$ cat config.mk
export PLATFORM = sky130hd
export DESIGN_NAME = ssx_exec
export DESIGN_NICKNAME = d
export VERILOG_FILES = /design/src/shared/ssx_pkg.sv /design/src/logic/ssx_exec.sv
export VERILOG_INCLUDE_DIRS = /design/src /design/src/shared
export SDC_FILE = /design/constraint.sdc
export NUM_CORES = 1
export LEC_CHECK = 0
export BUFFER_PORTS_ARGS = -buffer_cell sky130_fd_sc_hd__buf_2
export CORE_MARGIN = 2
export CORE_UTILIZATION = 56
export DETAILED_ROUTE_END_ITERATION = 8
export GPL_TIMING_DRIVEN = 0
export MAX_ROUTING_LAYER = met4
export PLACE_DENSITY = 0.91
export SETUP_SLACK_MARGIN = 0.1
export SLEW_MARGIN = 30
export SYNTH_ARGS = -nofsm -noshare
export SYNTH_HDL_FRONTEND = slang
export SYNTH_SLANG_ARGS = --single-unit
export TNS_END_PERCENT = 5
$ cat constraint.sdc
create_clock -name clk_i -period 2.85 [get_ports clk_i]
set_input_delay 0.7125 -clock clk_i [delete_from_list [all_inputs] [get_ports clk_i]]
set_output_delay 0.7125 -clock clk_i [all_outputs]
set_load 0.01 [all_outputs]
$ cat src/shared/ssx_regs.svh
// Function
// - Arithmetic shift right keeps bit 7, copies to 6
// - Shift flags: carry=old bit0, Z, S, V cleared
// - Shift opcodes D0 direct, D1 indirect, 4 cycles
// - Stop halts CPU and system clocks
// - Stop retains all register contents
// - Stop leaves only on reset or interrupt
// - Stop opcode 7F, one byte, flags unaffected
// - Stop needs unlock A5, else jump reset
// - Subtract stores dst minus src, src kept
// - Subtract flags: borrow, zero, sign, overflow
// - Subtract opcodes 22 to 26, lengths, cycles
// - Inverted mask test: (not dst) and src
// - Inverted mask test: C kept, Z, S, V cleared
// - Inverted mask test opcodes 62 to 66
// - Mask test ANDs dst and src, sets Z
// - Mask test: C kept, S bit7, V cleared
// - Mask test opcodes 72 to 76
`ifndef SSX_REGS_SVH
`define SSX_REGS_SVH
`define SSX_OP_SHIFT_R 8'hd0
`define SSX_OP_SHIFT_IR 8'hd1
`define SSX_OP_STOP 8'h7f
`define SSX_GRP_SUB 4'h2
`define SSX_GRP_INVTEST 4'h6
`define SSX_GRP_TEST 4'h7
`define SSX_LO_RR 4'h2
`define SSX_LO_RIR 4'h3
`define SSX_LO_GRG 4'h4
`define SSX_LO_GIR 4'h5
`define SSX_LO_GIM 4'h6
`define SSX_UNLOCK_KEY 8'ha5
`define SSX_RESET_PC 16'h0100
`define SSX_WREG_BASE 8'hc0
`define SSX_CYC_SHORT 3'h4
`define SSX_CYC_LONG 3'h6
`define SSX_CYC_LAST 3'h2
`define SSX_LEN_TWO 2'h2
`define SSX_LEN_THREE 2'h3
`define SSX_LEN_ONE 2'h1
`endif

$ cat src/shared/ssx_pkg.sv
package ssx_pkg;
   // Flags as the core holds them
   typedef struct packed {
      logic c;
      logic z;
      logic s;
      logic v;
   } ssx_flags_t;
   // Register file write request
   typedef struct packed {
      logic en;
      logic [7:0] addr;
      logic [7:0] data;
   } ssx_wr_t;
   typedef enum logic [2:0] {
      ST_IDLE = 3'b000,
      ST_PTR = 3'b001,
      ST_OPS = 3'b010,
      ST_EXEC = 3'b011,
      ST_WAIT = 3'b100,
      ST_STOP = 3'b101
   } ssx_state_t;
   typedef enum logic [2:0] {
      OP_NONE = 3'b000,
      OP_SHIFT = 3'b001,
      OP_SUB = 3'b010,
      OP_INVTEST = 3'b011,
      OP_TEST = 3'b100,
      OP_STOP = 3'b101
   } ssx_op_t;
endpackage : ssx_pkg

$ cat src/logic/ssx_exec.sv
`timescale 1ns/10ps
`include "ssx_regs.svh"
// Executes the instruction group. Operands come from a register file with a
// combinational read port; the register file lives outside and keeps its
// contents while clocks are gated.
module ssx_exec #(
   parameter int DATA_W = 8
) (
   input wire logic clk_i, // 125 MHz core clock
   input wire logic reset_n_i, // Async active-low reset
   input wire logic start_i, // Pulse: instruction bytes valid
   input wire logic [7:0] opcode_i, // First instruction byte
   input wire logic [7:0] byte1_i, // Second byte
   input wire logic [7:0] byte2_i, // Third byte
   input wire logic [3:0] wbank_i, // Working register bank select
   input wire logic [7:0] unlock_i, // Stop unlock register contents
   input wire logic ext_irq_i, // External interrupt wake
   input wire ssx_pkg::ssx_flags_t flags_i, // Current flags
   output logic [7:0] rd_addr_o, // Register file read address
   input wire logic [7:0] rd_data_i, // Register file read data
   output ssx_pkg::ssx_wr_t wr_o, // Register file write
   output ssx_pkg::ssx_flags_t flags_o, // New flags
   output logic flags_we_o, // Pulse: load flags
   output logic pc_reset_o, // Pulse: load PC with reset address
   output logic [15:0] pc_value_o, // PC value to load
   output logic clk_halt_o, // Level: CPU and system clocks stopped
   output logic done_o, // Pulse: instruction retired
   output logic [1:0] length_o, // Byte length of retired instruction
   output logic busy_o // Level: instruction in progress
);
   // Refuse widths the byte-wide datapath cannot serve
   if (DATA_W != 8) begin : g_width_check
      $error("ssx_exec serves 8-bit data only");
   end

   // ----------------------------------------
   // Decode helpers
   // ----------------------------------------
   // Expand a 4-bit working register into a register file address
   function automatic logic [7:0] wreg(input logic [3:0] bank, input logic [3:0] r);
      wreg = `SSX_WREG_BASE | {3'h0, bank[0], r};
   endfunction : wreg

   ssx_pkg::ssx_state_t state, next_state;
   ssx_pkg::ssx_op_t op, next_op;
   logic busy, next_busy;
   logic [15:0] pc_val, next_pc_val;
   logic [7:0] dst_addr, next_dst_addr;
   logic [7:0] src_addr, next_src_addr;
   logic [7:0] dst_val, next_dst_val;
   logic [7:0] src_val, next_src_val;
   logic src_ind, next_src_ind;
   logic dst_ind, next_dst_ind;
   logic imm, next_imm;
   logic [2:0] cyc, next_cyc;
   logic [1:0] len, next_len;
   logic [7:0] rd_addr, next_rd_addr;
   ssx_pkg::ssx_wr_t wr, next_wr;
   ssx_pkg::ssx_flags_t flg, next_flg;
   logic flg_we, next_flg_we;
   logic pc_rst, next_pc_rst;
   logic halt, next_halt;
   logic done, next_done;
   logic [1:0] len_o, next_len_o;

   // ----------------------------------------
   // Next-state and datapath
   // ----------------------------------------
   // One process carries the sequencing; operands are read one per cycle
   always_comb begin
      logic [8:0] diff;
      logic [7:0] res;
      diff = 9'h000;
      res = 8'h00;
      next_state = state;
      next_op = op;
      next_pc_val = `SSX_RESET_PC;
      next_dst_addr = dst_addr;
      next_src_addr = src_addr;
      next_dst_val = dst_val;
      next_src_val = src_val;
      next_src_ind = src_ind;
      next_dst_ind = dst_ind;
      next_imm = imm;
      next_cyc = cyc;
      next_len = len;
      next_rd_addr = rd_addr;
      next_wr = '0;
      next_flg = flg;
      next_flg_we = 1'b0;
      next_pc_rst = 1'b0;
      next_halt = halt;
      next_done = 1'b0;
      next_len_o = len_o;
      case (state)
         ssx_pkg::ST_IDLE: begin
            if (start_i) begin
               next_src_ind = 1'b0;
               next_dst_ind = 1'b0;
               next_imm = 1'b0;
               next_op = ssx_pkg::OP_NONE;
               if (opcode_i == `SSX_OP_SHIFT_R || opcode_i == `SSX_OP_SHIFT_IR) begin
                  next_op = ssx_pkg::OP_SHIFT;
                  next_dst_addr = byte1_i;
                  next_dst_ind = (opcode_i == `SSX_OP_SHIFT_IR);
                  next_len = `SSX_LEN_TWO;
                  next_cyc = `SSX_CYC_SHORT;
               end else if (opcode_i == `SSX_OP_STOP) begin
                  next_op = ssx_pkg::OP_STOP;
                  next_len = `SSX_LEN_ONE;
                  next_cyc = `SSX_CYC_SHORT;
               end else if ((opcode_i[7:4] == `SSX_GRP_SUB ||
                             opcode_i[7:4] == `SSX_GRP_INVTEST ||
                             opcode_i[7:4] == `SSX_GRP_TEST) &&
                            opcode_i[3:0] >= `SSX_LO_RR && opcode_i[3:0] <= `SSX_LO_GIM) begin
                  // Shared table for all three groups
                  if (opcode_i[7:4] == `SSX_GRP_SUB) next_op = ssx_pkg::OP_SUB;
                  else if (opcode_i[7:4] == `SSX_GRP_INVTEST) next_op = ssx_pkg::OP_INVTEST;
                  else next_op = ssx_pkg::OP_TEST;
                  if (opcode_i[3:0] == `SSX_LO_RR || opcode_i[3:0] == `SSX_LO_RIR) begin
                     next_dst_addr = wreg(wbank_i, byte1_i[7:4]);
                     next_src_addr = wreg(wbank_i, byte1_i[3:0]);
                     next_src_ind = (opcode_i[3:0] == `SSX_LO_RIR);
                     next_len = `SSX_LEN_TWO;
                     next_cyc = (opcode_i[3:0] == `SSX_LO_RR) ? `SSX_CYC_SHORT : `SSX_CYC_LONG;
                  end else if (opcode_i[3:0] == `SSX_LO_GIM) begin
                     next_dst_addr = byte1_i;
                     next_src_val = byte2_i;
                     next_imm = 1'b1;
                     next_len = `SSX_LEN_THREE;
                     next_cyc = `SSX_CYC_LONG;
                  end else begin
                     // Source byte precedes destination in these forms
                     next_src_addr = byte1_i;
                     next_dst_addr = byte2_i;
                     next_src_ind = (opcode_i[3:0] == `SSX_LO_GIR);
                     next_len = `SSX_LEN_THREE;
                     next_cyc = `SSX_CYC_LONG;
                  end
               end
               if (next_op != ssx_pkg::OP_NONE) begin
                  next_rd_addr = next_dst_addr;
                  next_state = ssx_pkg::ST_PTR;
               end
            end
         end
         ssx_pkg::ST_PTR: begin
            // Resolve an indirect destination, then fetch it
            next_cyc = cyc - 3'h1;
            if (dst_ind) begin
               next_dst_addr = rd_data_i;
               next_dst_ind = 1'b0;
               next_rd_addr = rd_data_i;
            end else if (op == ssx_pkg::OP_STOP) begin
               next_state = ssx_pkg::ST_EXEC;
            end else begin
               next_dst_val = rd_data_i;
               if (op == ssx_pkg::OP_SHIFT || imm) begin
                  next_state = ssx_pkg::ST_EXEC;
               end else begin
                  next_rd_addr = src_addr;
                  next_state = ssx_pkg::ST_OPS;
               end
            end
         end
         ssx_pkg::ST_OPS: begin
            // Own state, so a source pointer equal to the destination is safe
            next_cyc = cyc - 3'h1;
            if (src_ind) begin
               next_src_addr = rd_data_i;
               next_src_ind = 1'b0;
               next_rd_addr = rd_data_i;
            end else begin
               next_src_val = rd_data_i;
               next_state = ssx_pkg::ST_EXEC;
            end
         end
         ssx_pkg::ST_EXEC: begin
            // Pad first, so results land exactly one cycle before retire
            next_cyc = cyc - 3'h1;
            if (cyc <= `SSX_CYC_LAST) begin
               next_state = ssx_pkg::ST_WAIT;
               case (op)
                  ssx_pkg::OP_SHIFT: begin
                     res = {dst_val[7], dst_val[7:1]};
                     next_wr = '{en: 1'b1, addr: dst_addr, data: res};
                     next_flg = '{c: dst_val[0], z: (res == 8'h00), s: res[7], v: 1'b0};
                     next_flg_we = 1'b1;
                  end
                  ssx_pkg::OP_SUB: begin
                     diff = {1'b0, dst_val} + {1'b0, ~src_val} + 9'h001;
                     res = diff[7:0];
                     next_wr = '{en: 1'b1, addr: dst_addr, data: res};
                     next_flg = '{c: ~diff[8], z: (res == 8'h00), s: res[7],
                                  v: (dst_val[7] ^ src_val[7]) & (res[7] == src_val[7])};
                     next_flg_we = 1'b1;
                  end
                  ssx_pkg::OP_INVTEST: begin
                     res = ~dst_val & src_val;
                     next_flg = '{c: flags_i.c, z: (res == 8'h00), s: res[7], v: 1'b0};
                     next_flg_we = 1'b1;
                  end
                  ssx_pkg::OP_TEST: begin
                     res = dst_val & src_val;
                     next_flg = '{c: flags_i.c, z: (res == 8'h00), s: res[7], v: 1'b0};
                     next_flg_we = 1'b1;
                  end
                  ssx_pkg::OP_STOP: begin
                     // Flags untouched either way
                     if (unlock_i == `SSX_UNLOCK_KEY) begin
                        next_halt = 1'b1;
                        next_state = ssx_pkg::ST_STOP;
                     end else begin
                        next_pc_rst = 1'b1;
                     end
                  end
                  default: begin
                     next_state = ssx_pkg::ST_WAIT;
                  end
               endcase
            end
         end
         ssx_pkg::ST_WAIT: begin
            // Pad to the documented cycle count
            if (cyc <= 3'h1) begin
               next_done = 1'b1;
               next_len_o = len;
               next_state = ssx_pkg::ST_IDLE;
            end else begin
               next_cyc = cyc - 3'h1;
            end
         end
         ssx_pkg::ST_STOP: begin
            // Only an external interrupt here; reset handles the rest
            if (ext_irq_i) begin
               next_halt = 1'b0;
               next_done = 1'b1;
               next_len_o = len;
               next_state = ssx_pkg::ST_IDLE;
            end
         end
         default: begin
            next_state = ssx_pkg::ST_IDLE;
         end
      endcase
      // Busy follows the state it will be in, so the output is a flop
      next_busy = (next_state != ssx_pkg::ST_IDLE);
   end

   // ----------------------------------------
   // State registers
   // ----------------------------------------
   // Registers only; nothing here changes while halted except wake
   always_ff @(posedge clk_i or negedge reset_n_i) begin
      if (!reset_n_i) begin
         state <= ssx_pkg::ST_IDLE;
         op <= ssx_pkg::OP_NONE;
         busy <= 1'b0;
         pc_val <= `SSX_RESET_PC;
         dst_addr <= 8'h00;
         src_addr <= 8'h00;
         dst_val <= 8'h00;
         src_val <= 8'h00;
         src_ind <= 1'b0;
         dst_ind <= 1'b0;
         imm <= 1'b0;
         cyc <= 3'h0;
         len <= 2'h0;
         rd_addr <= 8'h00;
         wr <= '0;
         flg <= '0;
         flg_we <= 1'b0;
         pc_rst <= 1'b0;
         halt <= 1'b0;
         done <= 1'b0;
         len_o <= 2'h0;
      end else begin
         state <= next_state;
         op <= next_op;
         busy <= next_busy;
         pc_val <= next_pc_val;
         dst_addr <= next_dst_addr;
         src_addr <= next_src_addr;
         dst_val <= next_dst_val;
         src_val <= next_src_val;
         src_ind <= next_src_ind;
         dst_ind <= next_dst_ind;
         imm <= next_imm;
         cyc <= next_cyc;
         len <= next_len;
         rd_addr <= next_rd_addr;
         wr <= next_wr;
         flg <= next_flg;
         flg_we <= next_flg_we;
         pc_rst <= next_pc_rst;
         halt <= next_halt;
         done <= next_done;
         len_o <= next_len_o;
      end
   end

   // ----------------------------------------
   // Outputs
   // ----------------------------------------
   assign rd_addr_o = rd_addr;
   assign wr_o = wr;
   assign flags_o = flg;
   assign flags_we_o = flg_we;
   assign pc_reset_o = pc_rst;
   assign pc_value_o = pc_val;
   assign clk_halt_o = halt;
   assign done_o = done;
   assign length_o = len_o;
   assign busy_o = busy;
endmodule : ssx_exec

* After elaboration in Yosys (flattened, before gate mapping)
Cells that the tools add are included.
W data, S select, Z words.
** Operators by class
- Add/sub/neg operators :: 3
- Order comparisons :: 4
- Equal/unequal tests :: 42
- Mux-type cells :: 98
- Bitwise logic cells :: 9
- Reductions and logical operators :: 37
** Operators by type and width (number)
- $mux W8 :: 26
- $mux W3 :: 19
- $pmux W8 S2 :: 3
- $mux W17 :: 2
- $pmux W17 S2 :: 1
- $logic_not A8 Y1 :: 4
- $ne A2 B2 Y1 const B :: 16
- $mux W1 :: 31
- $eq A8 B8 Y1 const B :: 3
- $pmux W8 S3 :: 1
- $pmux W3 S6 :: 1
- $and A8 B8 Y8 :: 2
- $eq A4 B3 Y1 const B :: 4
- $not A8 Y8 :: 2
- $pmux W4 S4 :: 1
- $reduce_and A3 Y1 :: 5
- $reduce_bool A3 Y1 :: 5
- $mux W2 :: 7
- $eq A3 B2 Y1 const B :: 4
- $eq A3 B3 Y1 const B :: 4
- $eq A4 B2 Y1 const B :: 3
- $add A8 B8 Y9 :: 1
- $add A9 B1 Y9 const B :: 1
- $ne A3 B3 Y1 const B :: 3
- other kinds (28) :: 44
** Storage, ports and cells
- Bits in registers :: 82
- Bits of input ports :: 52
- Output and inout bits :: 52

* Longest topological paths before layout
- Depth after elaboration :: 15
- Mapped depth :: 9

* Worst setup path before layout
OpenSTA, ideal clock, no wires.
- Path kind :: input port to flip-flop
- Start point :: input port opcode_i[2]
- End point :: register cyc[0]
- Setup time :: 125 ps
- Arrival :: 2391 ps
- Data required time :: 2725 ps
- Path slack :: 334 ps
- Stages :: 7
- Buffers on the path :: 2
- Cell sequence :: or4b_1 -> buf_2 -> or2_1 -> a21o_1 -> buf_6 -> a21bo_2 -> mux2_4
** On the way
- Cells in the longest elaborated chain, start to end :: 8
- Elaborated cells between the ends (all ways) :: 19
** RTL lines
- start, declared :: line ssx_exec.sv:12 : input wire logic [7:0] opcode_i,
- $eq A4 B2 Y1 (no line)
- $logic_or A1 B1 Y1 (no line)
- $mux W2 :: line ssx_exec.sv:120 : if (opcode_i[3:0] == `SSX_LO_RR || opcode_i[3:0] == `SSX_LO_RIR) begin
- $mux W3 :: line ssx_exec.sv:112 : end else if ((opcode_i[7:4] == `SSX_GRP_SUB ||
- $mux W3 :: line ssx_exec.sv:108 : end else if (opcode_i == `SSX_OP_STOP) begin
- $mux W3 :: line ssx_exec.sv:102 : if (opcode_i == `SSX_OP_SHIFT_R || opcode_i == `SSX_OP_SHIFT_IR) begin
- $mux W3 :: line ssx_exec.sv:97 : if (start_i) begin
- $pmux W3 S3 :: line ssx_exec.sv:95 : case (state)
- end signal, assigned :: line ssx_exec.sv:289 : cyc <= next_cyc;
- end, declared :: line ssx_exec.sv:55 : logic [2:0] cyc, next_cyc;
Parallel ways exist; a longest one is shown, timed or not. The select of a mux whose other input is x is not followed.
A chain may end at the register's enable or synchronous reset.

* Worst setup path after layout
- Start point :: register state[0]
- End point :: register dst_addr[3]
** On the way
- Cells in the longest elaborated chain, start to end :: 3
- Elaborated cells between the ends (all ways) :: 7
** RTL lines
- start, declared :: line ssx_exec.sv:44 : ssx_pkg::ssx_state_t state, next_state;
- start signal, assigned :: line ssx_exec.sv:256 : state <= ssx_pkg::ST_IDLE;
- start signal, assigned :: line ssx_exec.sv:278 : state <= next_state;
- $eq A3 B1 Y1 / $logic_not A3 Y1 (equally long branches) :: line ssx_exec.sv:95
- $ne A2 B2 Y1 (no line) / $reduce_bool A2 Y1 (equally long branches)
- $reduce_and A3 Y1 (no line)
- end signal, assigned :: line ssx_exec.sv:282 : dst_addr <= next_dst_addr;
- end, declared :: line ssx_exec.sv:48 : logic [7:0] dst_addr, next_dst_addr;
Parallel ways exist; a longest one is shown, timed or not.

==> results.md <==
Global route:
- The largest net degree at the start of global routing is 71.
- The global-route usage over all layers is 31.11%.
- The total congestion overflow is 0.
- The initial antenna violation count came to 0.
- The number of global-route vias before repair came to roughly 4700.
- The first global-routing pass estimated between 20 and 25 mm of wire.

Synthesis:
- The count of flip-flops with a built-in enable after synthesis is 0.
- For this run, the register share of the synthesized area comes to between 30% and 40%.
- Counting every instance in the synthesized netlist gives between 500 and 600.
- Synthesis inferred around 80 register bits.
- The post-synth design cell area is just over 5000 um2.
- Yosys mapped the design onto just under 70 distinct sky130hd cell types.
- Among all flip-flop cells after synthesis, the most frequent one is sky130_fd_sc_hd__dfrtp_1.
- The synthesis warning total is 0.
- After synthesis, the share of flip-flops with an asynchronous set or reset is 100.0%.
- The mean post-synth cell area is 9.291 um2.

Timing:
- The relative slew slack is approximately 46%.
- Setup repair after global routing could not meet its margin everywhere.
- The share of the clock period used by the worst path is 93.88%.
- The final number of max-transition violations is 0.
- The worst path needs 2.675 ns of the cycle, external delays included.
- The final count of negative-setup-slack endpoints is 0.
- The final number of hold-violating endpoints is 0.
- The transition at the pin with the smallest max-transition slack is around 0.80 ns.
- The slack of the critical path is between 0.15 and 0.2 ns.
- For this run, the top clock speed supported by timing is about 370 MHz.
- Across the routed clock network, the largest skew measured is 0.01044 ns.

Routing:
- The residual DRC count is 1.
- The via density per instance is ~6.2.
- The wire length after detailed routing is 14.66 mm.
- The number of nets with antenna violations after routing is 0.
- The number of vias after detailed routing is 4838.
- The wire length per cell is around 19 um.
- The first detailed-routing pass ran for 8 iterations.
- After the first detailed-routing iteration, the DRC count stood at between 400 and 500.

Run:
- Across the run, the number of max-cap violations was 0.

Die:
- The initial core utilization is 57.02%.
- The core region is slightly above 9000 um2.
- From left edge to right edge, the die measures 100.3 um.
- The die height is between 100 and 150 um.
- The number of placement rows is 35.
- The count of pins on the block boundary is around 100.
- The die covers around 10000 um2.

Critical path:
- The most critical setup path has its startpoint at state[0].
- The worst stage delay on the critical path is 0.52 ns.
- The critical path is of the reg2reg type.
- The startpoint type of the worst setup path is a register.
- The critical path contains buffers and inverters numbering 2 combined.
- Of all nets on the critical path, the largest fanout is 10.
- The kind of cell with the highest combined delay on the critical path is simple AND/OR/NAND/NOR gates.
- The startpoint identified for the worst register-to-register timing path is state[0].
- The data required time of the worst path is around 3.1 ns.
- The type of destination of the critical path is a register.
- STA puts the critical path data arrival time at 2.97 ns.
- Walking the worst path, the cells encountered are clkbuf_1 -> nor2_1 -> nand3_1 -> nand2_1 -> clkbuf_1 -> nor2_1 -> a31oi_1.
- The cell with the biggest individual delay on the critical path is sky130_fd_sc_hd__clkbuf_1.

Pwr:
- The switching power is between 2 and 3 mW.
- The cell leakage power is a little under 3 nW.
- The sequential power share is 29.7%.
- The power density over the cells is 1076 nW/um2.
- The internal portion of the total power is 3.530 mW.
- Per report_power, the combinational group accounts for a little under three fifths of the total.
- In this run switching power makes up 45.67% of total power.
- The post-route total power is 6.497 mW.
- The largest vdd supply drop is between 400 and 500 uV.
- The share of total power dissipated in the clock network is between 10 and 15%.

Clocking:
- For the worst-skew pair, the clock arrives at the later sink with an insertion delay of ~0.37 ns.
- The number of buffers inserted during clock tree synthesis is 9.
- The CTS tree is built.
- The clock transition time at the flip-flop clock pins of the worst setup and hold paths is around 0.10 ns.
- The longest clock path from root to sink contains 2 buffers.
- CTS placed an instance of sky130_fd_sc_hd__clkbuf_8 at the clock tree root.
- The maximum level of the CTS H-tree is 3.
- The post-CTS repair timing setup buffer count is 0.
- The clock drives slightly above 80 sinks.

Status:
- The final reports fail on DRC.
- The run finished, with violations left.

Cells and area:
- The layout overhead on the synthesized area is 16.29%.
- The final antenna diode count is 0.
- The share of cells above drive strength 1 is ~24%.
- After the last flow step, the layout net total stands at around 740.

Placed design:
- The count of buffers inserted at the top-level ports is 81.
- The routability-driven placement congestion ratio is 0.9680.
- The pre-CTS setup slack is -0.2401 ns.
- Once detailed placement completed, the half-perimeter wirelength came to about 11 mm.

Min path:
- In this run the worst hold path is classified as in2async.
[Yosys cell counts, types with 6 or more instances]
library cell,number,area [um2]
sky130_fd_sc_hd__dfrtp_1,82,2052
sky130_fd_sc_hd__nand2_1,46,172.7
sky130_fd_sc_hd__nor2_1,42,157.7
sky130_fd_sc_hd__inv_1,39,146.4
sky130_fd_sc_hd__o21ai_0,33,165.2
sky130_fd_sc_hd__ha_1,25,312.8
sky130_fd_sc_hd__mux2_2,21,236.5
sky130_fd_sc_hd__a21oi_1,18,90.09
sky130_fd_sc_hd__clkbuf_1,18,67.56
sky130_fd_sc_hd__nor3_1,18,90.09
sky130_fd_sc_hd__buf_4,16,120.1
sky130_fd_sc_hd__mux2i_1,15,150.1
sky130_fd_sc_hd__nand3_1,13,65.06
sky130_fd_sc_hd__a211oi_1,9,67.56
sky130_fd_sc_hd__a22o_1,9,78.83
sky130_fd_sc_hd__a22oi_1,9,67.56
sky130_fd_sc_hd__a31o_2,9,78.83
sky130_fd_sc_hd__a31oi_1,9,56.30
sky130_fd_sc_hd__and2_1,8,50.05
sky130_fd_sc_hd__nand2b_1,7,43.79
sky130_fd_sc_hd__nor3b_1,7,52.55
sky130_fd_sc_hd__nor4_1,7,43.79
sky130_fd_sc_hd__a21o_1,6,45.04
[per-layer routing]
layer	vias to the layer above	part of all wire, %	track usage, %
li1	2189	-	-
met1	2336	41	39.36
met2	260	48	49.61
met3	53	7.3	4.457
met4	0	3.5	14.33
met5	-	0	-
[kinds of logic (layout without fill, tap and decap cells)]
family	Yosys count	count (layout)	synth area share [%]
flops	82	82	39.51
simple gates	180	180	17.83
compound gates	143	143	19.13
other cells	2	16	0.1446
mux	38	38	8.022
buf+inv	81	179	7.781
fa+ha+maj	26	26	6.408
xor+xnor	7	7	1.180
[power groups by stage]
stage / Sequential, mW / Combinational (mW) / Clock [mW]
5_1_grt: 1.99 / 4.05 / 0.939
3_3_place_gp: 1.92 / 3.46 / 0
4_1_cts: 1.92 / 3.59 / 0.895
2_1_floorplan: 1.90 / 2.57 / 0
6_report: 1.93 / 3.67 / 0.892
3_5_place_dp: 1.95 / 3.57 / 0
[layout make-up]
cell class | count | area (um2)
plain buffers | 41 | 254.0
clock buffers | 9 | 123.9
clock inverters | 7 | 76.32
fillers | 773 | 3069
inverters | 40 | 150.1
multi-input cells | 410 | 2805
flip-flops and latches | 82 | 2052
well taps | 111 | 138.9
repair buffers | 82 | 439.2
[worst register-to-register path, delay by kind of cell, from the launching register on]
kind / cells / cell delay, ns
simple gates: 4 / 1.38
compound gates: 1 / 0.17
buf+inv: 2 / 0.69
flops: 1 / 0.37
[path summary, 6_finish.rpt]
check / cells past startpoint / endpoint / slack (ns)
setup / recovery: 7 / dst_addr[3] / 0.17
max in group asynchronous: 2 / src_val[6] / 2.15
min in group clk_i: 2 / flags_o[1] / 0.51
hold reg to reg: 2 / flags_o[1] / 0.51
setup reg to reg: 7 / dst_addr[3] / 0.17
hold / removal: 1 / wr_o[7] / 0.15
[placed cells by master (no fill, tap or decap), drive strengths merged, types with 8 or more instances in the layout]
cell / instances
nand3: 13
a21oi: 18
mux2: 23
dfrtp: 82
nand2: 46
clkbuf: 27
and2: 8
a22o: 9
nor3: 18
ha: 25
mux2i: 15
inv: 41
conb: 16
a31oi: 9
a31o: 9
a22oi: 9
o21ai: 33
nor2: 42
a211oi: 9
buf: 105
[flip-flops by register name, summed over array words and instances (netlist names)]
register    flops
pc_reset_o      1
flags_o         4
src_ind         1
op              3
busy_o          1
state           3
length_o        2
src_val         8
imm             1
cyc             3
clk_halt_o      1
dst_val         8
flags_we_o      1
src_addr        8
wr_o           17
dst_ind         1
rd_addr_o       8
len             2
done_o          1
dst_addr        8
[per-stage QoR]
step,TNS (ns),cell area [um2],hold slack [ns],utilization (%),instances
global placement,-0.9228,5791,0.4768,63.57,765
finish,0,6040,0.1461,66.30,782
CTS,0,6025,0.1454,66.14,782
detailed placement,-2.332,5824,0.4816,63.94,766
global route,0,6040,0.1465,66.30,782
floorplan,0,5246,0.4169,-,573
[repair_timing]
item | CTS | global route
hold buffers | 0 | 0
gates resized for setup | 0 | 2
endpoints found under the setup margin | 0 | 5
(Power assumes the default switching activity.)
